[config.mk]
export PLATFORM = sky130hd
export DESIGN_NAME = csb_bank
export DESIGN_NICKNAME = d
export VERILOG_FILES = /design/src/rtl/csb_pkg.sv /design/src/rtl/csb_bank.sv
export SDC_FILE = /design/constraint.sdc
export NUM_CORES = 1
export LEC_CHECK = 0
export BUFFER_PORTS_ARGS = -buffer_cell sky130_fd_sc_hd__buf_2
export CAP_MARGIN = 20
export CORE_UTILIZATION = 35
export DETAILED_ROUTE_END_ITERATION = 8
export PLACE_DENSITY_LB_ADDON = 0.3
export SLEW_MARGIN = 15
export SYNTH_ARGS = -nofsm -noshare
export SYNTH_HDL_FRONTEND = slang
export SYNTH_SLANG_ARGS = --single-unit
[constraint.sdc]
create_clock -name clk_sys_i -period 2.8 [get_ports clk_sys_i]
set_input_delay 0.14 -clock clk_sys_i [delete_from_list [all_inputs] [get_ports clk_sys_i]]
set_output_delay 0.14 -clock clk_sys_i [all_outputs]
set_load 0.01 [all_outputs]
[src/rtl/csb_pkg.sv]
`default_nettype none
package csb_pkg;
  localparam logic [7:0] CSB_STATUS_SECOND_OFS = 8'h96;
  localparam logic [7:0] CSB_EVENT_FLAGS_OFS = 8'h97;
  localparam logic [7:0] CSB_EVENT_ENABLES_OFS = 8'h98;
  localparam logic [7:0] CSB_RSVD_FIRST_OFS = 8'h99;
  localparam logic [7:0] CSB_RSVD_LAST_OFS = 8'h9f;
  // status second bit positions
  localparam int CSB_ST_ANTI_SWELL = 0;
  localparam int CSB_ST_THERM_DIS = 1;
  localparam int CSB_ST_CHARGING = 4;
  localparam int CSB_ST_COMPLETE = 5;
  localparam int CSB_ST_RAIL_LOW = 6;
  localparam int CSB_ST_OVERTEMP = 7;
  // flag / enable bit positions
  localparam int CSB_EV_ADAPTER = 0;
  localparam int CSB_EV_LIMIT = 1;
  localparam int CSB_EV_COMPLETE = 2;
  localparam int CSB_EV_COUNT = 3;
  localparam logic [7:0] CSB_FLAGS_RESET = 8'h00;
  localparam logic [7:0] CSB_ENABLES_RESET = 8'h01;
  // input limit selection codes
  localparam logic [1:0] CSB_LIM_STARTUP = 2'h0;
  localparam logic [1:0] CSB_LIM_REGISTER = 2'h1;
  localparam logic [1:0] CSB_LIM_PIN_LOW = 2'h2;
  localparam logic [1:0] CSB_LIM_PIN_HIGH = 2'h3;
  typedef enum logic [1:0] {
    CSB_CHG_FULL,
    CSB_CHG_REDUCED,
    CSB_CHG_OFF
  } csb_charge_mode_t;
endpackage
`default_nettype wire

[src/rtl/csb_bank.sv]
`timescale 1ns/100ps
`default_nettype none
module csb_bank
  import csb_pkg::*;
#(
  parameter int LIMIT_W = 3
) (
  input wire logic clk_sys_i, // 20 MHz clock
  input wire logic rst_i, // synchronous reset, high
  input wire logic [7:0] reg_addr_i, // register offset
  input wire logic reg_wr_i, // write strobe
  input wire logic reg_rd_i, // read strobe
  input wire logic [7:0] reg_wdata_i, // write data
  output logic [7:0] reg_rdata_o, // read data
  output logic reg_rsvd_wr_o, // write hit reserved range
  input wire logic adapter_present_i, // adapter inserted
  input wire logic input_limit_active_i, // input limiting now
  input wire logic anti_swell_discharging_i, // anti-swell discharge
  input wire logic thermistor_check_disabled_i, // thermistor pin grounded
  input wire logic charging_active_i, // charging in progress
  input wire logic charge_complete_i, // charge cycle done
  input wire logic system_rail_low_i, // rail below 3.6 V comparator
  input wire logic die_overtemp_i, // die above 120 C
  input wire logic input_above_lockout_i, // input above undervoltage_lockout
  input wire logic rail_startup_done_i, // system rail at final value
  input wire logic sys_below_bat_i, // rail about 15 mV below battery
  input wire logic limit_source_internal_i, // config bit7
  input wire logic [LIMIT_W-1:0] limit_setting_field_i, // config limit field
  input wire logic charge_priority_select_i, // special control bit5
  input wire logic limit_select_pin_i, // limit select pin
  output logic [7:0] status_first_o, // first status bits 0 and 7
  output logic irq_o, // combined interrupt request
  output logic [1:0] limit_sel_o, // limit source code
  output logic [LIMIT_W-1:0] limit_code_o, // register limit field applied
  output logic prereg_run_o, // pre-regulator run gate
  output logic [1:0] charge_mode_o, // charge full/reduced/off
  output logic diode_switch_o, // internal ideal diode switch
  output logic ext_diode_gate_pin_o // external diode gate drive
);
  if (LIMIT_W != 3) begin : g_limit_w_check
    $error("limit field must be 3 bits");
  end

  logic [7:0] flags_q;
  logic [7:0] enables_q;
  logic adapter_q;
  logic limit_q;
  logic complete_q;
  logic [CSB_EV_COUNT-1:0] events;
  logic [7:0] status_second;
  logic wr_flags;
  logic wr_enables;
  csb_charge_mode_t mode_d;

  // status bits sit at their fixed positions; bits 3:2 read zero
  always_comb begin
    status_second = 8'h00;
    status_second[CSB_ST_ANTI_SWELL] = anti_swell_discharging_i;
    status_second[CSB_ST_THERM_DIS] = thermistor_check_disabled_i;
    status_second[CSB_ST_CHARGING] = charging_active_i;
    status_second[CSB_ST_COMPLETE] = charge_complete_i;
    status_second[CSB_ST_RAIL_LOW] = system_rail_low_i;
    status_second[CSB_ST_OVERTEMP] = die_overtemp_i;
  end
  assign status_first_o = {input_limit_active_i, 6'h00, adapter_present_i};

  // previous samples for change detection
  always_ff @(posedge clk_sys_i) begin
    if (rst_i) begin
      adapter_q <= 1'b0;
      limit_q <= 1'b0;
      complete_q <= 1'b0;
    end else begin
      adapter_q <= adapter_present_i;
      limit_q <= input_limit_active_i;
      complete_q <= charge_complete_i;
    end
  end

  // reset releases without treating the first sample as a change
  logic armed_q;
  always_ff @(posedge clk_sys_i) begin
    if (rst_i) armed_q <= 1'b0;
    else armed_q <= 1'b1;
  end

  assign events[CSB_EV_ADAPTER] = armed_q & (adapter_present_i ^ adapter_q);
  assign events[CSB_EV_LIMIT] = armed_q & (input_limit_active_i ^ limit_q);
  assign events[CSB_EV_COMPLETE] = armed_q & charge_complete_i & ~complete_q;

  assign wr_flags = reg_wr_i && (reg_addr_i == CSB_EVENT_FLAGS_OFS);
  assign wr_enables = reg_wr_i && (reg_addr_i == CSB_EVENT_ENABLES_OFS);

  genvar g;
  generate
    for (g = 0; g < CSB_EV_COUNT; g++) begin : g_flag
      always_ff @(posedge clk_sys_i) begin
        if (rst_i) begin
          flags_q[g] <= CSB_FLAGS_RESET[g];
        end else if (events[g]) begin
          flags_q[g] <= 1'b1;
        end else if (wr_flags && reg_wdata_i[g]) begin
          flags_q[g] <= 1'b0;
        end
      end
    end
  endgenerate

  // reserved upper bits are plain read-write
  always_ff @(posedge clk_sys_i) begin
    if (rst_i) flags_q[7:CSB_EV_COUNT] <= CSB_FLAGS_RESET[7:CSB_EV_COUNT];
    else if (wr_flags) flags_q[7:CSB_EV_COUNT] <= reg_wdata_i[7:CSB_EV_COUNT];
  end

  always_ff @(posedge clk_sys_i) begin
    if (rst_i) enables_q <= CSB_ENABLES_RESET;
    else if (wr_enables) enables_q <= reg_wdata_i;
  end

  always_ff @(posedge clk_sys_i) begin
    if (rst_i) irq_o <= 1'b0;
    else irq_o <= |(flags_q[CSB_EV_COUNT-1:0] & enables_q[CSB_EV_COUNT-1:0]);
  end

  always_ff @(posedge clk_sys_i) begin
    if (rst_i) begin
      reg_rdata_o <= 8'h00;
    end else if (reg_rd_i) begin
      case (reg_addr_i)
        CSB_STATUS_SECOND_OFS: reg_rdata_o <= status_second;
        CSB_EVENT_FLAGS_OFS: reg_rdata_o <= flags_q;
        CSB_EVENT_ENABLES_OFS: reg_rdata_o <= enables_q;
        default: reg_rdata_o <= 8'h00;
      endcase
    end
  end

  // flags a misbehaving controller; the write itself is dropped
  always_ff @(posedge clk_sys_i) begin
    if (rst_i) reg_rsvd_wr_o <= 1'b0;
    else reg_rsvd_wr_o <= reg_wr_i && reg_addr_i >= CSB_RSVD_FIRST_OFS
                          && reg_addr_i <= CSB_RSVD_LAST_OFS;
  end

  always_ff @(posedge clk_sys_i) begin
    if (rst_i) begin
      limit_sel_o <= CSB_LIM_STARTUP;
      limit_code_o <= '0;
    end else begin
      limit_code_o <= limit_setting_field_i;
      if (!rail_startup_done_i) limit_sel_o <= CSB_LIM_STARTUP;
      else if (limit_source_internal_i) limit_sel_o <= CSB_LIM_REGISTER;
      else if (limit_select_pin_i) limit_sel_o <= CSB_LIM_PIN_HIGH;
      else limit_sel_o <= CSB_LIM_PIN_LOW;
    end
  end

  always_ff @(posedge clk_sys_i) begin
    if (rst_i) prereg_run_o <= 1'b0;
    else prereg_run_o <= input_above_lockout_i;
  end

  always_comb begin
    mode_d = CSB_CHG_FULL;
    if (system_rail_low_i) begin
      if (!charge_priority_select_i) mode_d = CSB_CHG_OFF;
      else if (input_limit_active_i) mode_d = CSB_CHG_REDUCED;
      else mode_d = CSB_CHG_REDUCED;
    end
  end

  always_ff @(posedge clk_sys_i) begin
    if (rst_i) charge_mode_o <= CSB_CHG_FULL;
    else charge_mode_o <= mode_d;
  end

  always_ff @(posedge clk_sys_i) begin
    if (rst_i) begin
      diode_switch_o <= 1'b0;
      ext_diode_gate_pin_o <= 1'b0;
    end else begin
      diode_switch_o <= sys_below_bat_i;
      ext_diode_gate_pin_o <= sys_below_bat_i;
    end
  end

  property p_set_wins;
    @(posedge clk_sys_i) disable iff (rst_i)
    events[CSB_EV_ADAPTER] |=> flags_q[CSB_EV_ADAPTER];
  endproperty
  a_set_wins: assert property (p_set_wins) else $error("event lost");

  property p_rise_only;
    @(posedge clk_sys_i) disable iff (rst_i)
    $fell(charge_complete_i) && !flags_q[CSB_EV_COMPLETE] |=> !flags_q[CSB_EV_COMPLETE];
  endproperty
  a_rise_only: assert property (p_rise_only) else $error("fall set complete flag");

  property p_limit_change;
    @(posedge clk_sys_i) disable iff (rst_i)
    $changed(input_limit_active_i) && armed_q |=> flags_q[CSB_EV_LIMIT];
  endproperty
  a_limit_change: assert property (p_limit_change) else $error("limit flag missed");

  property p_w1c;
    @(posedge clk_sys_i) disable iff (rst_i)
    wr_flags && reg_wdata_i[CSB_EV_ADAPTER] && !events[CSB_EV_ADAPTER]
      |=> !flags_q[CSB_EV_ADAPTER];
  endproperty
  a_w1c: assert property (p_w1c) else $error("flag not cleared");

  property p_w0_keeps;
    @(posedge clk_sys_i) disable iff (rst_i)
    wr_flags && !reg_wdata_i[CSB_EV_ADAPTER] && flags_q[CSB_EV_ADAPTER] |=> flags_q[CSB_EV_ADAPTER];
  endproperty
  a_w0_keeps: assert property (p_w0_keeps) else $error("zero write cleared flag");

  property p_irq;
    @(posedge clk_sys_i) disable iff (rst_i)
    flags_q[CSB_EV_ADAPTER] && enables_q[CSB_EV_ADAPTER] |=> irq_o;
  endproperty
  a_irq: assert property (p_irq) else $error("irq missing");

  property p_startup_limit;
    @(posedge clk_sys_i) disable iff (rst_i)
    !rail_startup_done_i |=> limit_sel_o == CSB_LIM_STARTUP;
  endproperty
  a_startup_limit: assert property (p_startup_limit) else $error("startup limit");

  property p_pin_limit;
    @(posedge clk_sys_i) disable iff (rst_i)
    rail_startup_done_i && !limit_source_internal_i && limit_select_pin_i
      |=> limit_sel_o == CSB_LIM_PIN_HIGH;
  endproperty
  a_pin_limit: assert property (p_pin_limit) else $error("pin limit wrong");

  property p_instant_on;
    @(posedge clk_sys_i) disable iff (rst_i)
    system_rail_low_i && !charge_priority_select_i |=> charge_mode_o == CSB_CHG_OFF;
  endproperty
  a_instant_on: assert property (p_instant_on) else $error("charge not off");

  property p_lockout;
    @(posedge clk_sys_i) disable iff (rst_i)
    !input_above_lockout_i |=> !prereg_run_o;
  endproperty
  a_lockout: assert property (p_lockout) else $error("pre-regulator ran in lockout");

  property p_enable_reset;
    @(posedge clk_sys_i)
    rst_i |=> enables_q == CSB_ENABLES_RESET;
  endproperty
  a_enable_reset: assert property (p_enable_reset) else $error("enable reset value");

  property p_adapter_change;
    @(posedge clk_sys_i) disable iff (rst_i)
    $changed(adapter_present_i) && armed_q |=> flags_q[CSB_EV_ADAPTER];
  endproperty
  a_adapter_change: assert property (p_adapter_change) else $error("adapter flag");

  property p_complete_rise;
    @(posedge clk_sys_i) disable iff (rst_i)
    $rose(charge_complete_i) && armed_q |=> flags_q[CSB_EV_COMPLETE];
  endproperty
  a_complete_rise: assert property (p_complete_rise) else $error("rise missed");

  property p_no_spurious;
    @(posedge clk_sys_i) disable iff (rst_i)
    !flags_q[CSB_EV_COMPLETE] && !events[CSB_EV_COMPLETE] |=> !flags_q[CSB_EV_COMPLETE];
  endproperty
  a_no_spurious: assert property (p_no_spurious) else $error("flag set without event");

  property p_irq_low;
    @(posedge clk_sys_i) disable iff (rst_i)
    !(|(flags_q[CSB_EV_COUNT-1:0] & enables_q[CSB_EV_COUNT-1:0])) |=> !irq_o;
  endproperty
  a_irq_low: assert property (p_irq_low) else $error("irq without enabled flag");

  property p_register_limit;
    @(posedge clk_sys_i) disable iff (rst_i)
    rail_startup_done_i && limit_source_internal_i |=> limit_sel_o == CSB_LIM_REGISTER;
  endproperty
  a_register_limit: assert property (p_register_limit) else $error("register limit");

  property p_pin_low;
    @(posedge clk_sys_i) disable iff (rst_i)
    rail_startup_done_i && !limit_source_internal_i && !limit_select_pin_i
      |=> limit_sel_o == CSB_LIM_PIN_LOW;
  endproperty
  a_pin_low: assert property (p_pin_low) else $error("pin low limit wrong");

  property p_charge_reduced;
    @(posedge clk_sys_i) disable iff (rst_i)
    system_rail_low_i && charge_priority_select_i |=> charge_mode_o == CSB_CHG_REDUCED;
  endproperty
  a_charge_reduced: assert property (p_charge_reduced) else $error("charge not reduced");

  property p_charge_full;
    @(posedge clk_sys_i) disable iff (rst_i)
    !system_rail_low_i |=> charge_mode_o == CSB_CHG_FULL;
  endproperty
  a_charge_full: assert property (p_charge_full) else $error("charge not full");

  property p_diode_on;
    @(posedge clk_sys_i) disable iff (rst_i)
    sys_below_bat_i |=> diode_switch_o && ext_diode_gate_pin_o;
  endproperty
  a_diode_on: assert property (p_diode_on) else $error("ideal diode not on");

  property p_prereg_run;
    @(posedge clk_sys_i) disable iff (rst_i)
    input_above_lockout_i |=> prereg_run_o;
  endproperty
  a_prereg_run: assert property (p_prereg_run) else $error("pre-regulator stopped");

  property p_rsvd_pulse;
    @(posedge clk_sys_i) disable iff (rst_i)
    reg_wr_i && reg_addr_i >= CSB_RSVD_FIRST_OFS && reg_addr_i <= CSB_RSVD_LAST_OFS
      |=> reg_rsvd_wr_o;
  endproperty
  a_rsvd_pulse: assert property (p_rsvd_pulse) else $error("reserved write missed");

  property p_flags_reset;
    @(posedge clk_sys_i)
    rst_i |=> flags_q == CSB_FLAGS_RESET;
  endproperty
  a_flags_reset: assert property (p_flags_reset) else $error("flag reset value");

  property p_status_read;
    @(posedge clk_sys_i) disable iff (rst_i)
    reg_rd_i && reg_addr_i == CSB_STATUS_SECOND_OFS |=> reg_rdata_o == $past(status_second);
  endproperty
  a_status_read: assert property (p_status_read) else $error("status read wrong");
endmodule
`default_nettype wire

==> flow_summary_export.csv <==
group,metric,value,unit
final_layout,layoutNonFillerInstCount,266,
clock_network,clock_latency,290,ps
sta,post-route-min-period,1290,ps
detailed_routing,wl_per_cell,12.7,µm
yosys,avgSynthCellArea,9.75,µm²
detailed_routing,num_vias,1284,
sta,hold_violations,0,
worst_setup_path,cp.arrival,1450,ps
global_route,grt_pass1_wl,5460,µm
sta,setup_tns,0,ps
sta,rsz0062_at_grt,"false",
die,core-area,0.00414,mm²
placement,gp_congestion,0.758,
global_route,gr-total-overflow,0,
pwr,ir_drop,0.189,mV
worst_setup_path,crit_type,"in2reg",
clock_network,ctsHoldBuffers,0,
yosys,synthCells,160,
clock_network,numCtsBuffers,5,
worst_setup_path,crit_required,2960,ps
worst_setup_path,critPathLaunch,"reg_addr_i[2]",
final_layout,num-fill-cells,446,
worst_setup_path,rrSetupSlack,1880,ps
yosys,yosysSeqAreaShare,0.500,
worst_setup_path,start_kind,"input pin",
pwr,p_leak,0.960,nW
yosys,synthArstFlopShare,0,
die,die_w,68.8,µm
global_route,grt_usage,0.163,
clock_network,cts_sinks,39,
detailed_routing,drc_errors,0,
yosys,synth_enable_flop_cells,0,
sta,finClkSkew,1.95,ps
detailed_routing,routed_wl,3370,µm
global_route,antenna_found_initial,0,
sta,relSlewSlack,0.597,
global_route,grt_max_degree,35,
yosys,synth-seq-cells,39,
final_layout,seq_area,781,µm²
final_layout,multiInputGateArea,678,µm²
sta,finalSetupViolCount,0,
clock_network,cts.clk_slew.worst_paths,70,ps
worst_setup_path,reg2reg_depth,2,
clock_network,cts-root-buf,"clkbuf_8",
detailed_routing,vias_per_cell,4.83,
sta,fmax,776,MHz
die,io_pins,65,
detailed_routing,drtAntennaViolNets,0,
run_status,status,"complete, no violations",
clock_network,cts_tree,"done",
die,die_h,68.8,µm
final_layout,final_core_util,0.468,
final_layout,final_cell_mix,"buf_2 (58), dfxtp_1 (39), nor2_1 (20)",
clock_network,htreeDepth,2,
final_layout,synthToLayoutAreaGrowth,24.2,%
die,initial_utilization,0.377,
pwr,total_power,1.07,mW
detailed_routing,first_iter_violations,59,
min_path,hp-class,"in2reg",
yosys,synth_cell_types,30,
sta,drv_slew,0,
worst_setup_path,crit_end,"enables_q[7]",
final_layout,layout_commonest_cell,"buf_2",
worst_setup_path,reg2reg_from,"flags_q[2]",
clock_network,postCtsSetupBuffers,0,
yosys,netlist_area,0.00156,mm²
die,rows,23,
final_layout,diodes,0,
clock_network,cts_buffer_depth,2,
sta,timing.final.crit_share,0.461,
yosys,synth_warnings,0,
detailed_routing,firstDrtPassIters,4,
global_route,grt_pass1_vias,1210,
yosys,synth_flop_cell,"dfxtp_1",
flow_run,maxCapViolations,0,
final_layout,drive_above_1_share,0.319,
worst_setup_path,r2r-end,"irq_o",
sta,worst_pin_slew,605,ps
placement,port_buffers,58,
pwr,p_per_area,552,mW/mm²
clock_network,cts_resized,0,
placement,place_inst,258,
placement,dpl.hpwl,2510,µm
worst_setup_path,cp_max_fo,10,
die,die-area,0.00473,mm²
worst_setup_path,end_kind,"register",
final_layout,nets,252,
==> worst min path at each step <==
stage,end,slack [ps],cells after the start,from
3_5_place_dp,limit_sel_o[1],320,2,limit_source_internal_i
3_3_place_gp,limit_sel_o[1],310,2,limit_source_internal_i
4_1_cts,limit_sel_o[1],1,2,limit_source_internal_i
5_1_grt,charge_mode_o[1],5,2,charge_priority_select_i
2_1_floorplan,limit_sel_o[1],210,1,limit_source_internal_i
6_report,limit_sel_o[1],10,2,limit_source_internal_i
==> critical path, cell delays in order <==
cell	delay [ps]
buf_2	130
nor4b_4	540
nand3_2	340
mux2i_1	240
nor2_1	50
==> through the flow <==
stage / hold WS [ps] / instance area, µm² / setup slack [ps]
floorplan: 212 / 1580 / 1480
global placement: 313 / 1840 / 1240
detailed placement: 316 / 1840 / 1200
CTS: 1.49 / 1940 / 1500
global route: 4.88 / 1940 / 1380
finish: 13.1 / 1940 / 1510
==> state kept, by name, indices dropped and copies added (netlist names), 2 cells and up <==
signal	flops
limit_code_o	3
reg_rdata_o	8
charge_mode_o	2
limit_sel_o	2
flags_q	8
enables_q	8
==> Yosys cell counts (3+ instances only) <==
| cell | number | area share |
|---|---|---|
| a21oi_1 | 8 | 0.026 |
| a222oi_1 | 4 | 0.026 |
| buf_4 | 9 | 0.043 |
| clkbuf_1 | 6 | 0.014 |
| dfxtp_1 | 39 | 0.50 |
| inv_1 | 5 | 0.012 |
| mux2i_1 | 15 | 0.096 |
| nand2_1 | 11 | 0.026 |
| nor2_1 | 20 | 0.048 |
| nor2b_1 | 11 | 0.044 |
| o21ai_0 | 3 | 0.0096 |
| o21ai_1 | 3 | 0.0096 |
| o2bb2ai_1 | 3 | 0.017 |
==> per-layer routing <==
metal | vias up | part of all wire | global-route usage
li1 | 640 | - | -
met1 | 590 | 0.44 | 0.187
met2 | 49 | 0.47 | 0.271
met3 | 5 | 0.076 | 0.0493
met4 | 0 | 0.019 | 0.0867
met5 | - | 0 | 0
==> logic make-up (layout without fill, tap and decap cells) <==
group | count (synthesis) | after routing | synth area share
compound gates | 25 | 25 | 0.109
xor+xnor | 2 | 2 | 0.0112
buf+inv | 21 | 72 | 0.0770
flops | 39 | 39 | 0.500
mux | 15 | 15 | 0.0962
other cells | 1 | 6 | 0.00240
simple gates | 57 | 57 | 0.204
==> final cells by class <==
type	instances	area share
tap	50	0.0323
timing repair buffer	59	0.154
inverter	5	0.00968
sequential	39	0.403
multi-input combinational	105	0.350
clock buffer	8	0.0516
==> report_power, final <==
group / switching (mW) / internal, mW
clock network: 0.182 / 0.225
registers: 0.00566 / 0.568
logic: 0.0487 / 0.0406
No activity file was read; power rests on OpenSTA's default activity.
